`src/design/cst_charger_map.vh`:
```
`ifndef CST_CHARGER_MAP_VH
`define CST_CHARGER_MAP_VH

// Register indices on the plain register port.
`define CST_ADDR_W 4
`define CST_ADDR_STATUS 4'h0
`define CST_ADDR_CONTROL 4'h1
`define CST_ADDR_TIMER 4'h2
`define CST_ADDR_THRESH 4'h3

// Status register fields (read only, flags clear on restart).
`define CST_ST_TERM_BIT 0
`define CST_ST_PCH_TOUT_BIT 1
`define CST_ST_FCH_TOUT_BIT 2
`define CST_ST_TEMP_FAULT_BIT 3
`define CST_ST_REDUCED_BIT 4
`define CST_ST_CHARGING_BIT 5
`define CST_ST_PHASE_LSB 6

// Control register fields.
`define CST_CT_RESTART_BIT 0
`define CST_CT_TERM_DIS_BIT 1
`define CST_CT_SAFETY_TIMER_ENABLE_BIT 2
`define CST_CT_NTC_BIT 3
`define CST_CT_FCH_LIM_LSB 4
`define CST_CTRL_RESET 8'h04

// Timer register fields.
`define CST_TM_DYN_BIT 0
`define CST_TIMER_RESET 8'h01

// Threshold register fields.
`define CST_TH_TEMP_WINDOW_SELECT_BIT 0
`define CST_TH_PCH_LIM_LSB 4
`define CST_THRESH_RESET 8'h00

// Timing: one minute tick of the safety timer at 50 MHz.
`define CST_CLK_HZ 50000000
`define CST_TICK_S 60
`define CST_TICK_W 32
`define CST_TICK_CYCLES 32'hB2D05E00
`define CST_MIN_W 10

`endif

```
`src/design/cst_charger_ctrl.v`:
```
`timescale 1ns/1ps
`default_nettype none
`include "cst_charger_map.vh"

// Summary of operation
// - Load-sharing cut or junction over regulation limit counts as current reduction.
// - During current reduction the safety timer ticks at half rate.
// - During current reduction termination detection is suppressed.
// - Full rate and termination return once both reducing causes clear.
// - Half-rate behaviour is on after reset, off when its enable bit is 0.
// - Precharge timeout fault if battery stays below exit threshold too long.
// - Fast-charge timeout fault if termination not reached before timer expiry.
// - Fast-charge time counts from the start of the fast-charge phase.
// - Precharge and fast-charge timeouts show in two separate status bits.
// - Supply rising edge, restart bit or recharge threshold clear faults, restart.
// - Temperature fault is battery hot or cold or thermal shutdown.
// - Temperature fault while charging suspends charge and freezes the timer.
// - Temperature recovery resumes charge and timer without clearing it.
// - A bit selects the 45 C or 60 C upper charge temperature window.
// - Thermistor type bit at 1 selects high-value thermistor thresholds.
// - In sleep charging continues while all configuration returns to default.
// - Timers are off when termination is disabled or timer enable is 0.
// - Current reaching termination threshold sets the termination status bit.

module cst_charger_ctrl #(
  parameter [`CST_TICK_W-1:0] TICK_CYCLES = `CST_TICK_CYCLES
) (
  input wire sys_clk,
  input wire rst_n,
  input wire sleep_state,
  input wire charger_enable,
  input wire [`CST_ADDR_W-1:0] reg_addr,
  input wire [7:0] reg_wdata,
  input wire reg_wr,
  input wire reg_rd,
  output reg [7:0] reg_rdata,
  input wire usb_supply_present,
  input wire adapter_supply_present,
  input wire load_sharing_loop,
  input wire thermal_reg_active,
  input wire bat_above_precharge_exit,
  input wire bat_below_recharge,
  input wire current_at_term,
  input wire bat_hot_45,
  input wire bat_hot_60,
  input wire bat_cold,
  input wire thermal_shutdown,
  output reg charge_on,
  output reg fast_charge_on,
  output reg thermistor_high_value,
  output reg temp_fault,
  output reg reduced_current
);
  // =============================================
  // Charge phases.
  localparam [1:0] PH_IDLE = 2'h0;
  localparam [1:0] PH_PRE = 2'h1;
  localparam [1:0] PH_FAST = 2'h2;
  localparam [1:0] PH_DONE = 2'h3;

  reg [1:0] phase_reg;
  reg [1:0] phase_next;
  reg [7:0] ctrl_reg;
  reg [7:0] timer_reg;
  reg [7:0] thresh_reg;
  reg term_flag_reg;
  reg pch_tout_reg;
  reg fch_tout_reg;
  reg restart_bit_pulse;
  reg [`CST_MIN_W-1:0] elapsed_reg;
  reg [`CST_MIN_W-1:0] elapsed_next;

  wire usb_rise;
  wire ac_rise;
  wire restart;
  wire hot;
  wire temp_bad;
  wire reducing;
  wire term_disabled;
  wire timers_on;
  wire timer_run;
  wire tick;
  wire [`CST_MIN_W-1:0] pch_limit;
  wire [`CST_MIN_W-1:0] fch_limit;
  wire [7:0] status_word;

  // Converts a 2-bit limit code to minutes.
  function [`CST_MIN_W-1:0] limit_minutes;
    input [1:0] code;
    input is_fast;
    begin
      if (is_fast) begin
        limit_minutes = {2'b00, code, 6'h00} + 10'h078;
      end else begin
        limit_minutes = {4'h0, code, 4'h0} + 10'h01E;
      end
    end
  endfunction

  // =============================================
  // Supply edges.
  cst_edge_detect u_usb_edge (
    .sys_clk(sys_clk),
    .rst_n(rst_n),
    .level_in(usb_supply_present),
    .rise_pulse(usb_rise)
  );

  cst_edge_detect u_ac_edge (
    .sys_clk(sys_clk),
    .rst_n(rst_n),
    .level_in(adapter_supply_present),
    .rise_pulse(ac_rise)
  );

  assign restart = usb_rise | ac_rise | restart_bit_pulse | bat_below_recharge;

  assign hot = thresh_reg[`CST_TH_TEMP_WINDOW_SELECT_BIT] ? bat_hot_60 : bat_hot_45;
  assign temp_bad = hot | bat_cold | thermal_shutdown;
  assign reducing = load_sharing_loop | thermal_reg_active;
  assign term_disabled = ctrl_reg[`CST_CT_TERM_DIS_BIT];
  assign timers_on = ctrl_reg[`CST_CT_SAFETY_TIMER_ENABLE_BIT] & ~term_disabled;
  assign timer_run = timers_on & ~temp_bad & ((phase_reg == PH_PRE) | (phase_reg == PH_FAST));

  assign pch_limit = limit_minutes(thresh_reg[`CST_TH_PCH_LIM_LSB +: 2], 1'b0);
  assign fch_limit = limit_minutes(ctrl_reg[`CST_CT_FCH_LIM_LSB +: 2], 1'b1);

  // =============================================
  // Tick generator.
  // half rate tick
  cst_tick_gen #(
    .TICK_CYCLES(TICK_CYCLES)
  ) u_tick (
    .sys_clk(sys_clk),
    .rst_n(rst_n),
    .run(timer_run),
    .half_rate(reducing & timer_reg[`CST_TM_DYN_BIT]),
    .tick(tick)
  );

  // =============================================
  // Configuration registers.
  // sleep defaults
  always @(posedge sys_clk or negedge rst_n) begin
    if (!rst_n) begin
      ctrl_reg <= `CST_CTRL_RESET;
      timer_reg <= `CST_TIMER_RESET;
      thresh_reg <= `CST_THRESH_RESET;
      restart_bit_pulse <= 1'b0;
    end else if (sleep_state) begin
      ctrl_reg <= `CST_CTRL_RESET;
      timer_reg <= `CST_TIMER_RESET;
      thresh_reg <= `CST_THRESH_RESET;
      restart_bit_pulse <= 1'b0;
    end else begin
      restart_bit_pulse <= 1'b0;
      if (reg_wr) begin
        case (reg_addr)
          `CST_ADDR_CONTROL: begin
            ctrl_reg <= reg_wdata & 8'hFE;
            restart_bit_pulse <= reg_wdata[`CST_CT_RESTART_BIT];
          end
          `CST_ADDR_TIMER: timer_reg <= reg_wdata & 8'h01;
          `CST_ADDR_THRESH: thresh_reg <= reg_wdata & 8'h31;
          default: ctrl_reg <= ctrl_reg;
        endcase
      end
    end
  end

  // =============================================
  // Charge phase and safety timer.
  always @* begin
    phase_next = phase_reg;
    elapsed_next = elapsed_reg;
    if (restart) begin
      phase_next = charger_enable ? PH_PRE : PH_IDLE;
      elapsed_next = {`CST_MIN_W{1'b0}};
    end else begin
      case (phase_reg)
        PH_IDLE: begin
          if (charger_enable & ~pch_tout_reg & ~fch_tout_reg) begin
            phase_next = PH_PRE;
          end
        end
        PH_PRE: begin
          if (bat_above_precharge_exit & ~temp_bad) begin
            phase_next = PH_FAST;
            elapsed_next = {`CST_MIN_W{1'b0}};
          end else if (timers_on & (elapsed_reg >= pch_limit)) begin
            phase_next = PH_DONE;
          end else if (tick) begin
            elapsed_next = elapsed_reg + 1'b1;
          end
        end
        PH_FAST: begin
          if (current_at_term & ~reducing & ~term_disabled & ~temp_bad) begin
            phase_next = PH_DONE;
          end else if (timers_on & (elapsed_reg >= fch_limit)) begin
            phase_next = PH_DONE;
          end else if (tick) begin
            elapsed_next = elapsed_reg + 1'b1;
          end
        end
        PH_DONE: phase_next = PH_DONE;
        default: phase_next = PH_IDLE;
      endcase
      if (~charger_enable) begin
        phase_next = PH_IDLE;
      end
    end
  end

  always @(posedge sys_clk or negedge rst_n) begin
    if (!rst_n) begin
      phase_reg <= PH_IDLE;
      elapsed_reg <= {`CST_MIN_W{1'b0}};
      term_flag_reg <= 1'b0;
      pch_tout_reg <= 1'b0;
      fch_tout_reg <= 1'b0;
    end else begin
      phase_reg <= phase_next;
      elapsed_reg <= elapsed_next;
      if (restart) begin
        term_flag_reg <= 1'b0;
        pch_tout_reg <= 1'b0;
        fch_tout_reg <= 1'b0;
      end else begin
        if (phase_reg == PH_PRE && phase_next == PH_DONE) begin
          pch_tout_reg <= 1'b1;
        end
        if (phase_reg == PH_FAST && phase_next == PH_DONE) begin
          if (current_at_term & ~reducing & ~term_disabled & ~temp_bad) begin
            term_flag_reg <= 1'b1;
          end else begin
            fch_tout_reg <= 1'b1;
          end
        end
      end
    end
  end

  // =============================================
  // Outputs and status.
  // full rate return
  always @(posedge sys_clk or negedge rst_n) begin
    if (!rst_n) begin
      charge_on <= 1'b0;
      fast_charge_on <= 1'b0;
      thermistor_high_value <= 1'b0;
      temp_fault <= 1'b0;
      reduced_current <= 1'b0;
    end else begin
      charge_on <= ((phase_next == PH_PRE) | (phase_next == PH_FAST)) & ~temp_bad;
      fast_charge_on <= (phase_next == PH_FAST) & ~temp_bad;
      thermistor_high_value <= ctrl_reg[`CST_CT_NTC_BIT];
      temp_fault <= temp_bad;
      reduced_current <= reducing;
    end
  end

  assign status_word = {phase_reg, charge_on, reducing, temp_bad, fch_tout_reg, pch_tout_reg, term_flag_reg};

  always @(posedge sys_clk or negedge rst_n) begin
    if (!rst_n) begin
      reg_rdata <= 8'h00;
    end else if (reg_rd) begin
      case (reg_addr)
        `CST_ADDR_STATUS: reg_rdata <= status_word;
        `CST_ADDR_CONTROL: reg_rdata <= ctrl_reg;
        `CST_ADDR_TIMER: reg_rdata <= timer_reg;
        `CST_ADDR_THRESH: reg_rdata <= thresh_reg;
        default: reg_rdata <= 8'h00;
      endcase
    end else begin
      reg_rdata <= 8'h00;
    end
  end
endmodule

`default_nettype wire

```
`src/design/cst_edge_detect.v`:
```
`timescale 1ns/1ps
`default_nettype none

// =============================================
// Rising edge detector for supply-present levels.
module cst_edge_detect (
  input wire sys_clk,
  input wire rst_n,
  input wire level_in,
  output wire rise_pulse
);
  reg level_reg;

  always @(posedge sys_clk or negedge rst_n) begin
    if (!rst_n) begin
      level_reg <= 1'b0;
    end else begin
      level_reg <= level_in;
    end
  end

  assign rise_pulse = level_in & ~level_reg;
endmodule

`default_nettype wire

```
`src/design/cst_tick_gen.v`:
```
`timescale 1ns/1ps
`default_nettype none
`include "cst_charger_map.vh"

// =============================================
// Slow tick source with an optional half-rate mode.
module cst_tick_gen #(
  parameter [`CST_TICK_W-1:0] TICK_CYCLES = `CST_TICK_CYCLES
) (
  input wire sys_clk,
  input wire rst_n,
  input wire run,
  input wire half_rate,
  output reg tick
);
  reg [`CST_TICK_W-1:0] cnt_reg;
  reg phase_reg;

  // The count holds while not running, so a paused timer keeps its place.
  always @(posedge sys_clk or negedge rst_n) begin
    if (!rst_n) begin
      cnt_reg <= {`CST_TICK_W{1'b0}};
      phase_reg <= 1'b0;
      tick <= 1'b0;
    end else begin
      tick <= 1'b0;
      if (run) begin
        if (cnt_reg >= TICK_CYCLES - 1'b1) begin
          cnt_reg <= {`CST_TICK_W{1'b0}};
          phase_reg <= ~phase_reg;
          tick <= ~half_rate | phase_reg;
        end else begin
          cnt_reg <= cnt_reg + 1'b1;
        end
      end
    end
  end
endmodule

`default_nettype wire

```
`config.mk`:
```
export PLATFORM = sky130hd
export DESIGN_NAME = cst_charger_ctrl
export DESIGN_NICKNAME = d
export VERILOG_FILES = /design/src/design/cst_charger_ctrl.v /design/src/design/cst_edge_detect.v /design/src/design/cst_tick_gen.v
export VERILOG_INCLUDE_DIRS = /design/src /design/src/design
export SDC_FILE = /design/constraint.sdc
export NUM_CORES = 1
export LEC_CHECK = 0
export BUFFER_PORTS_ARGS = -buffer_cell sky130_fd_sc_hd__clkbuf_2
export CAP_MARGIN = 30
export CORE_MARGIN = 2
export CORE_UTILIZATION = 45
export DETAILED_ROUTE_END_ITERATION = 8
export GPL_TIMING_DRIVEN = 0
export HOLD_SLACK_MARGIN = 0.02
export PLACE_DENSITY = 0.63
export SKIP_CTS_REPAIR_TIMING = 1
export SLEW_MARGIN = 15
export SYNTH_ARGS = -nofsm -noshare
export SYNTH_HDL_FRONTEND = slang
export SYNTH_HIERARCHICAL = 1
export SYNTH_SLANG_ARGS = --single-unit
export TNS_END_PERCENT = 100
```
`constraint.sdc`:
```
create_clock -name sys_clk -period 6.63 [get_ports sys_clk]
set_input_delay 0.663 -clock sys_clk [delete_from_list [all_inputs] [get_ports sys_clk]]
set_output_delay 0.663 -clock sys_clk [all_outputs]
set_load 0.005 [all_outputs]
```
==> reports/metrics.yaml, run 1 <==
worstPathMaxFanout: 4
drc: 0
syn_inst: 437
clock_latency_ps: 350
hpwl_um: 6830
status: "finished clean"
crit_path_end_kind: "flip-flop"
clock.fmax_mhz: 324
synth_fp_nets: 483
final-hold-violation-count: 0
cp.arrival_ps: 3350
leakage_nw: 2.20
grt_pass1_vias: 3206
core_mm2: 0.00924
row_count: 35
area_growth_pct: 13.4
wl_per_cell_um: 14.7
numCtsBuffers: 9
n_antenna_cell: 0
ys_top_cells_by_count: "dfrtp_1 (74), nor2_1 (67), nand2_1 (26), nand4_1 (25), mux2i_1 (20)"
fin_crit_sh: 0.466
pin_count: 42
synth.avg_cell_area_um2: 9.83
whs_ps: 282
initial_core_util: 0.465
synth.area.top_cells: "dfrtp_1 (43%), nor2_1 (5.9%), ha_1 (5.0%)"
cts-root-buf: "clkbuf_8"
fin_crit_ps: 3090
busiest_layer: "met2"
gr-usage-met1: 0.283
synth_edf_count: 0
multi_input_area_mm2: 0.00225
vias: 3444
seq_area_frac_synth: 0.443
largest_reg_flops: 32
overflow: 0
cts_buffer_depth: 2
finalSetupTns_ps: 0
ys_types: 67
worst_setup_path_start_kind: "flip-flop"
htree_levels: 3
grt_pass1_wl_um: 15800
grtUsageMet2: 0.287
drive_gt1_frac: 0.170
maxCapViolations: 0
synth_largest_area_cell: "dfrtp_1"
vdd_drop_max_uv: 93.0
port-buffer-count: 40
ant_nets: 0
drtIter0Drc: 180
grt_start_max_net_pins: 48
ys_warn_count: 6
syn-cell-area_mm2: 0.00430
die-area_mm2: 0.0103
synth.top_cell.area_share: 0.431
nFillCells: 836
fin_nets: 536
synthFlopType: "dfrtp_1"
seq_area_mm2: 0.00190
relSlewSlack: 0.403
drv_slew: 0
setup_viol: 0
worst_slew_pin_slew_ps: 872
die_h_um: 102
die_w_um: 102
drtPass1Iterations: 4
antenna_found_initial: 0
clk_pin_slew_worst_paths_ps: 80
critical_path_class: "flip-flop to flip-flop"
synthArstFlopShare: 1.00
rsz0062_at_grt: "no"
yosysMostFrequentCell: "dfrtp_1"
cts_sinks: 76
min_path_type: "input port to asynchronous set/reset pin"
totalWireLength_um: 9170
cts_tree: "built"
ys_ff_latch: 76
p_per_area_mw_per_mm2: 186
track_usage: 0.191
required_ps: 6900
skew_ps: 12.0
grt_use_met3: 0.0352
gp_congestion: 0.905
via_per_inst: 5.54
## power breakdown
part / switching (mW) / internal, mW / total, mW
sequential: 0.0151 / 0.476 / 0.491
clock: 0.166 / 0.168 / 0.335
combinational: 0.0463 / 0.0326 / 0.0789
total: 0.228 / 0.676 / 0.904
## placed cells by master (no fill, tap or decap), types with 5 or more instances in the layout
master    instances
dfrtp_1          74
nor2_1           67
clkbuf_2         40
nand2_1          26
nand4_1          25
mux2i_1          20
inv_1            18
ha_1             17
xnor2_1          17
a21oi_1          13
nand3_1          12
nor3_1           11
and3_1            9
clkbuf_8          9
clkbuf_1          8
xor2_1            8
or4_1             6
and4_1            6
a31oi_1           5
o21ai_0           5
## routing by layer
layer,vias to the layer above,wire length (um),share of wire
met2,55,4120,0.45
li1,1705,-,-
met4,0,82,0.0089
met3,8,346,0.038
met5,-,0,0
met1,1676,4620,0.50
## stage by stage
step	instance area, um2	power (mW)	setup slack [ps]	utilization	cells
after floorplan	4300	0.542	3960	-	437
after global placement	4660	0.575	3140	0.504	606
after detailed placement	4690	0.579	3150	0.507	607
after CTS	4870	0.915	3470	0.527	621
after global routing	4870	0.947	3260	0.527	622
final	4870	0.904	3540	0.527	622
## final timing paths
| kind | depth (start not counted) | endpoint | start | slack (ps) |
|---|---|---|---|---|
| setup / recovery | 11 | term_flag_reg$_DFFE_PN0P_ | thresh_reg[4]$_DFFE_PN0P_ | 3540 |
| hold reg to reg | 0 | thermistor_high_value$_DFF_PN0_ | ctrl_reg[3]$_DFFE_PN0P_ | 410 |
| hold / removal | 1 | elapsed_reg[4]$_DFFE_PN0P_ | rst_n | 280 |
| min in group sys_clk | 0 | thermistor_high_value$_DFF_PN0_ | ctrl_reg[3]$_DFFE_PN0P_ | 410 |
| max in group asynchronous | 2 | ctrl_reg[2]$_DFFE_PN1P_ | rst_n | 5720 |
| setup reg to reg | 11 | term_flag_reg$_DFFE_PN0P_ | thresh_reg[4]$_DFFE_PN0P_ | 3540 |
## critical path, stage by stage (launching register included)
cell and delay, ps:
dfrtp_1 430, ha_1 290, inv_1 40, ha_1 270, and4_1 210, a211oi_2 80, o211ai_1 200, a2111oi_0 130
a2111oi_0 780, ha_1 340, a41oi_1 120, nor2_1 110
## kinds of logic (layout without fill, tap and decap cells)
logic type | Yosys count | count (layout) | synth area share
AND/OR/NAND/NOR | 205 | 205 | 0.265
buffers and inverters | 32 | 88 | 0.0323
multiplexers | 22 | 22 | 0.0518
AO/OA/AOI/OAI | 60 | 60 | 0.107
flip-flops | 76 | 76 | 0.443
adder cells (fa/ha/maj) | 17 | 17 | 0.0495
XOR/XNOR | 25 | 25 | 0.0510
## final cells by class
class,count,area share
timing repair buffer,42,0.0483
clock inverter,5,0.0113
clock buffer,9,0.0254
inverter,18,0.0139
multi-input combinational,329,0.462
tap,129,0.0331
sequential,76,0.391
buffer,14,0.0146
(Power assumes the default switching activity.)
==> run 2: changes to the inputs <==
Clock period 6.63 ns to 3.17 ns, I/O delays scaled along.
==> run 2 against run 1 <==
Against the previous run:
- wire length up 0.71%
- hold slack worse by 190 ps
- sequential share of layout area down 0.12 points
- sequential power up 110%
- critical path depth up 1
- final cell count up 0.16%
- clock skew down 0.70 ps
- critical path type unchanged
==> reports/metrics.yaml, run 2 (synthesis gave the netlist of run 1 again) <==
fin_nets: 537
clock_latency_ps: 350
final_common_cell: "dfrtp_1"
required_ps: 3440
seq_area_mm2: 0.00190
layout.cells.most_common_list: "dfrtp_1 (74), nor2_1 (67), clkbuf_2 (40)"
min_path_type: "input port to flip-flop"
grt_pass1_vias: 3206
power_mw: 1.90
worst_setup_path_start_kind: "flip-flop"
worstPathMaxFanout: 10
track_usage: 0.191
antenna_found_initial: 0
drc: 0
leakage_nw: 2.20
clk_pin_slew_worst_paths_ps: 80
cts_tree: "built"
htree_levels: 3
skew_ps: 11.3
wl_per_cell_um: 14.8
nFillCells: 837
overflow: 0
initial_core_util: 0.465
setup_viol: 0
crit_slowest_cell: "nor3b_2"
power_frac_clock: 0.370
p_int_mw: 1.42
fin_crit_ps: 2970
ant_nets: 0
drtPass1Iterations: 4
status: "finished clean"
n_antenna_cell: 0
totalWireLength_um: 9240
p_per_area_mw_per_mm2: 388
maxCapViolations: 0
die_h_um: 102
dpl_cell_area_mm2: 0.00469
crit_path_end_kind: "flip-flop"
p_sw_mw: 0.479
vdd_drop_max_uv: 195
clock.fmax_mhz: 337
hpwl_um: 6830
fin_crit_sh: 0.936
largest_reg_flops: 32
die_w_um: 102
swShare: 0.253
p_comb_frac: 0.088
gp_congestion: 0.905
cts_buffer_depth: 2
cts-root-buf: "clkbuf_8"
cts_sinks: 76
drive_gt1_frac: 0.172
fin_util: 0.529
multi_input_area_mm2: 0.00226
rsz0062_at_grt: "yes"
timing.critical_path.buf_inv: 2
grt_start_max_net_pins: 48
drv_slew: 0
p_seq_frac: 0.542
core_mm2: 0.00924
design_area_mm2: 0.00489
row_count: 35
pin_count: 42
via_per_inst: 5.47
die-area_mm2: 0.0103
final-hold-violation-count: 0
worst_slew_pin_slew_ps: 642
cp.arrival_ps: 3240
vias: 3409
port-buffer-count: 40
cp_common_cell: "ha_1"
crit_chain: "ha_1, inv_1, ha_1, and4_1, a211oi_2, nor3b_2, buf_2, nor2_1, a31oi_1, ha_1, a41oi_1, nor2_1"
numCtsBuffers: 9
grt_pass1_wl_um: 15800
critical_path_class: "flip-flop to flip-flop"
cpLargestDelayFamily: "simple AND/OR/NAND/NOR gates"
area_growth_pct: 13.7
finalSetupTns_ps: 0
relSlewSlack: 0.571
drtIter0Drc: 180
max_stage_delay_ps: 440
==> run 2: worst paths after layout <==
| kind | from | slack, ps | end | depth (start not counted) |
|---|---|---|---|---|
| max in group asynchronous | rst_n | 2070 | ctrl_reg[2]$_DFFE_PN1P_ | 3 |
| max | thresh_reg[4]$_DFFE_PN0P_ | 200 | term_flag_reg$_DFFE_PN0P_ | 12 |
| max reg2reg | thresh_reg[4]$_DFFE_PN0P_ | 200 | term_flag_reg$_DFFE_PN0P_ | 12 |
| min | adapter_supply_present | 90 | u_ac_edge/level_reg$_DFF_PN0_ | 1 |
| min in group asynchronous | rst_n | 480 | elapsed_reg[4]$_DFFE_PN0P_ | 2 |
| min reg2reg | ctrl_reg[3]$_DFFE_PN0P_ | 410 | thermistor_high_value$_DFF_PN0_ | 0 |
==> run 2: stage by stage <==
stage | hold slack, ps | std cells | setup WS [ps]
after floorplan | 21.4 | 437 | 504
after global placement | 384 | 606 | -8.46
after detailed placement | 322 | 607 | 5.19
after CTS | -56.7 | 621 | 6.90
after global routing | 83.3 | 623 | -26.7
final | 88.5 | 623 | 203
==> run 2: cell type report <==
class	count	area share
multi-input combinational	329	0.462
tap	129	0.0330
timing repair buffer	43	0.0502
sequential	76	0.390
inverter	18	0.0138
clock inverter	5	0.0113
buffer	14	0.0146
clock buffer	9	0.0254
==> run 2: layer usage <==
| layer | GRT usage | up-vias | share of wire |
|---|---|---|---|
| met4 | 0.0499 | 0 | 0.0096 |
| li1 | - | 1701 | - |
| met2 | 0.287 | 51 | 0.45 |
| met1 | 0.283 | 1650 | 0.51 |
| met3 | 0.0352 | 7 | 0.035 |
| met5 | 0 | - | 0 |
==> run 2: power groups by stage <==
stage          clock [mW]  sequential (mW)  combinational (mW)
3_5_place_dp            0             1.04               0.167
5_1_grt             0.761             1.03               0.191
3_3_place_gp            0             1.04               0.160
4_1_cts             0.719             1.03               0.168
6_report            0.702             1.03               0.167
2_1_floorplan           0             1.04              0.0967
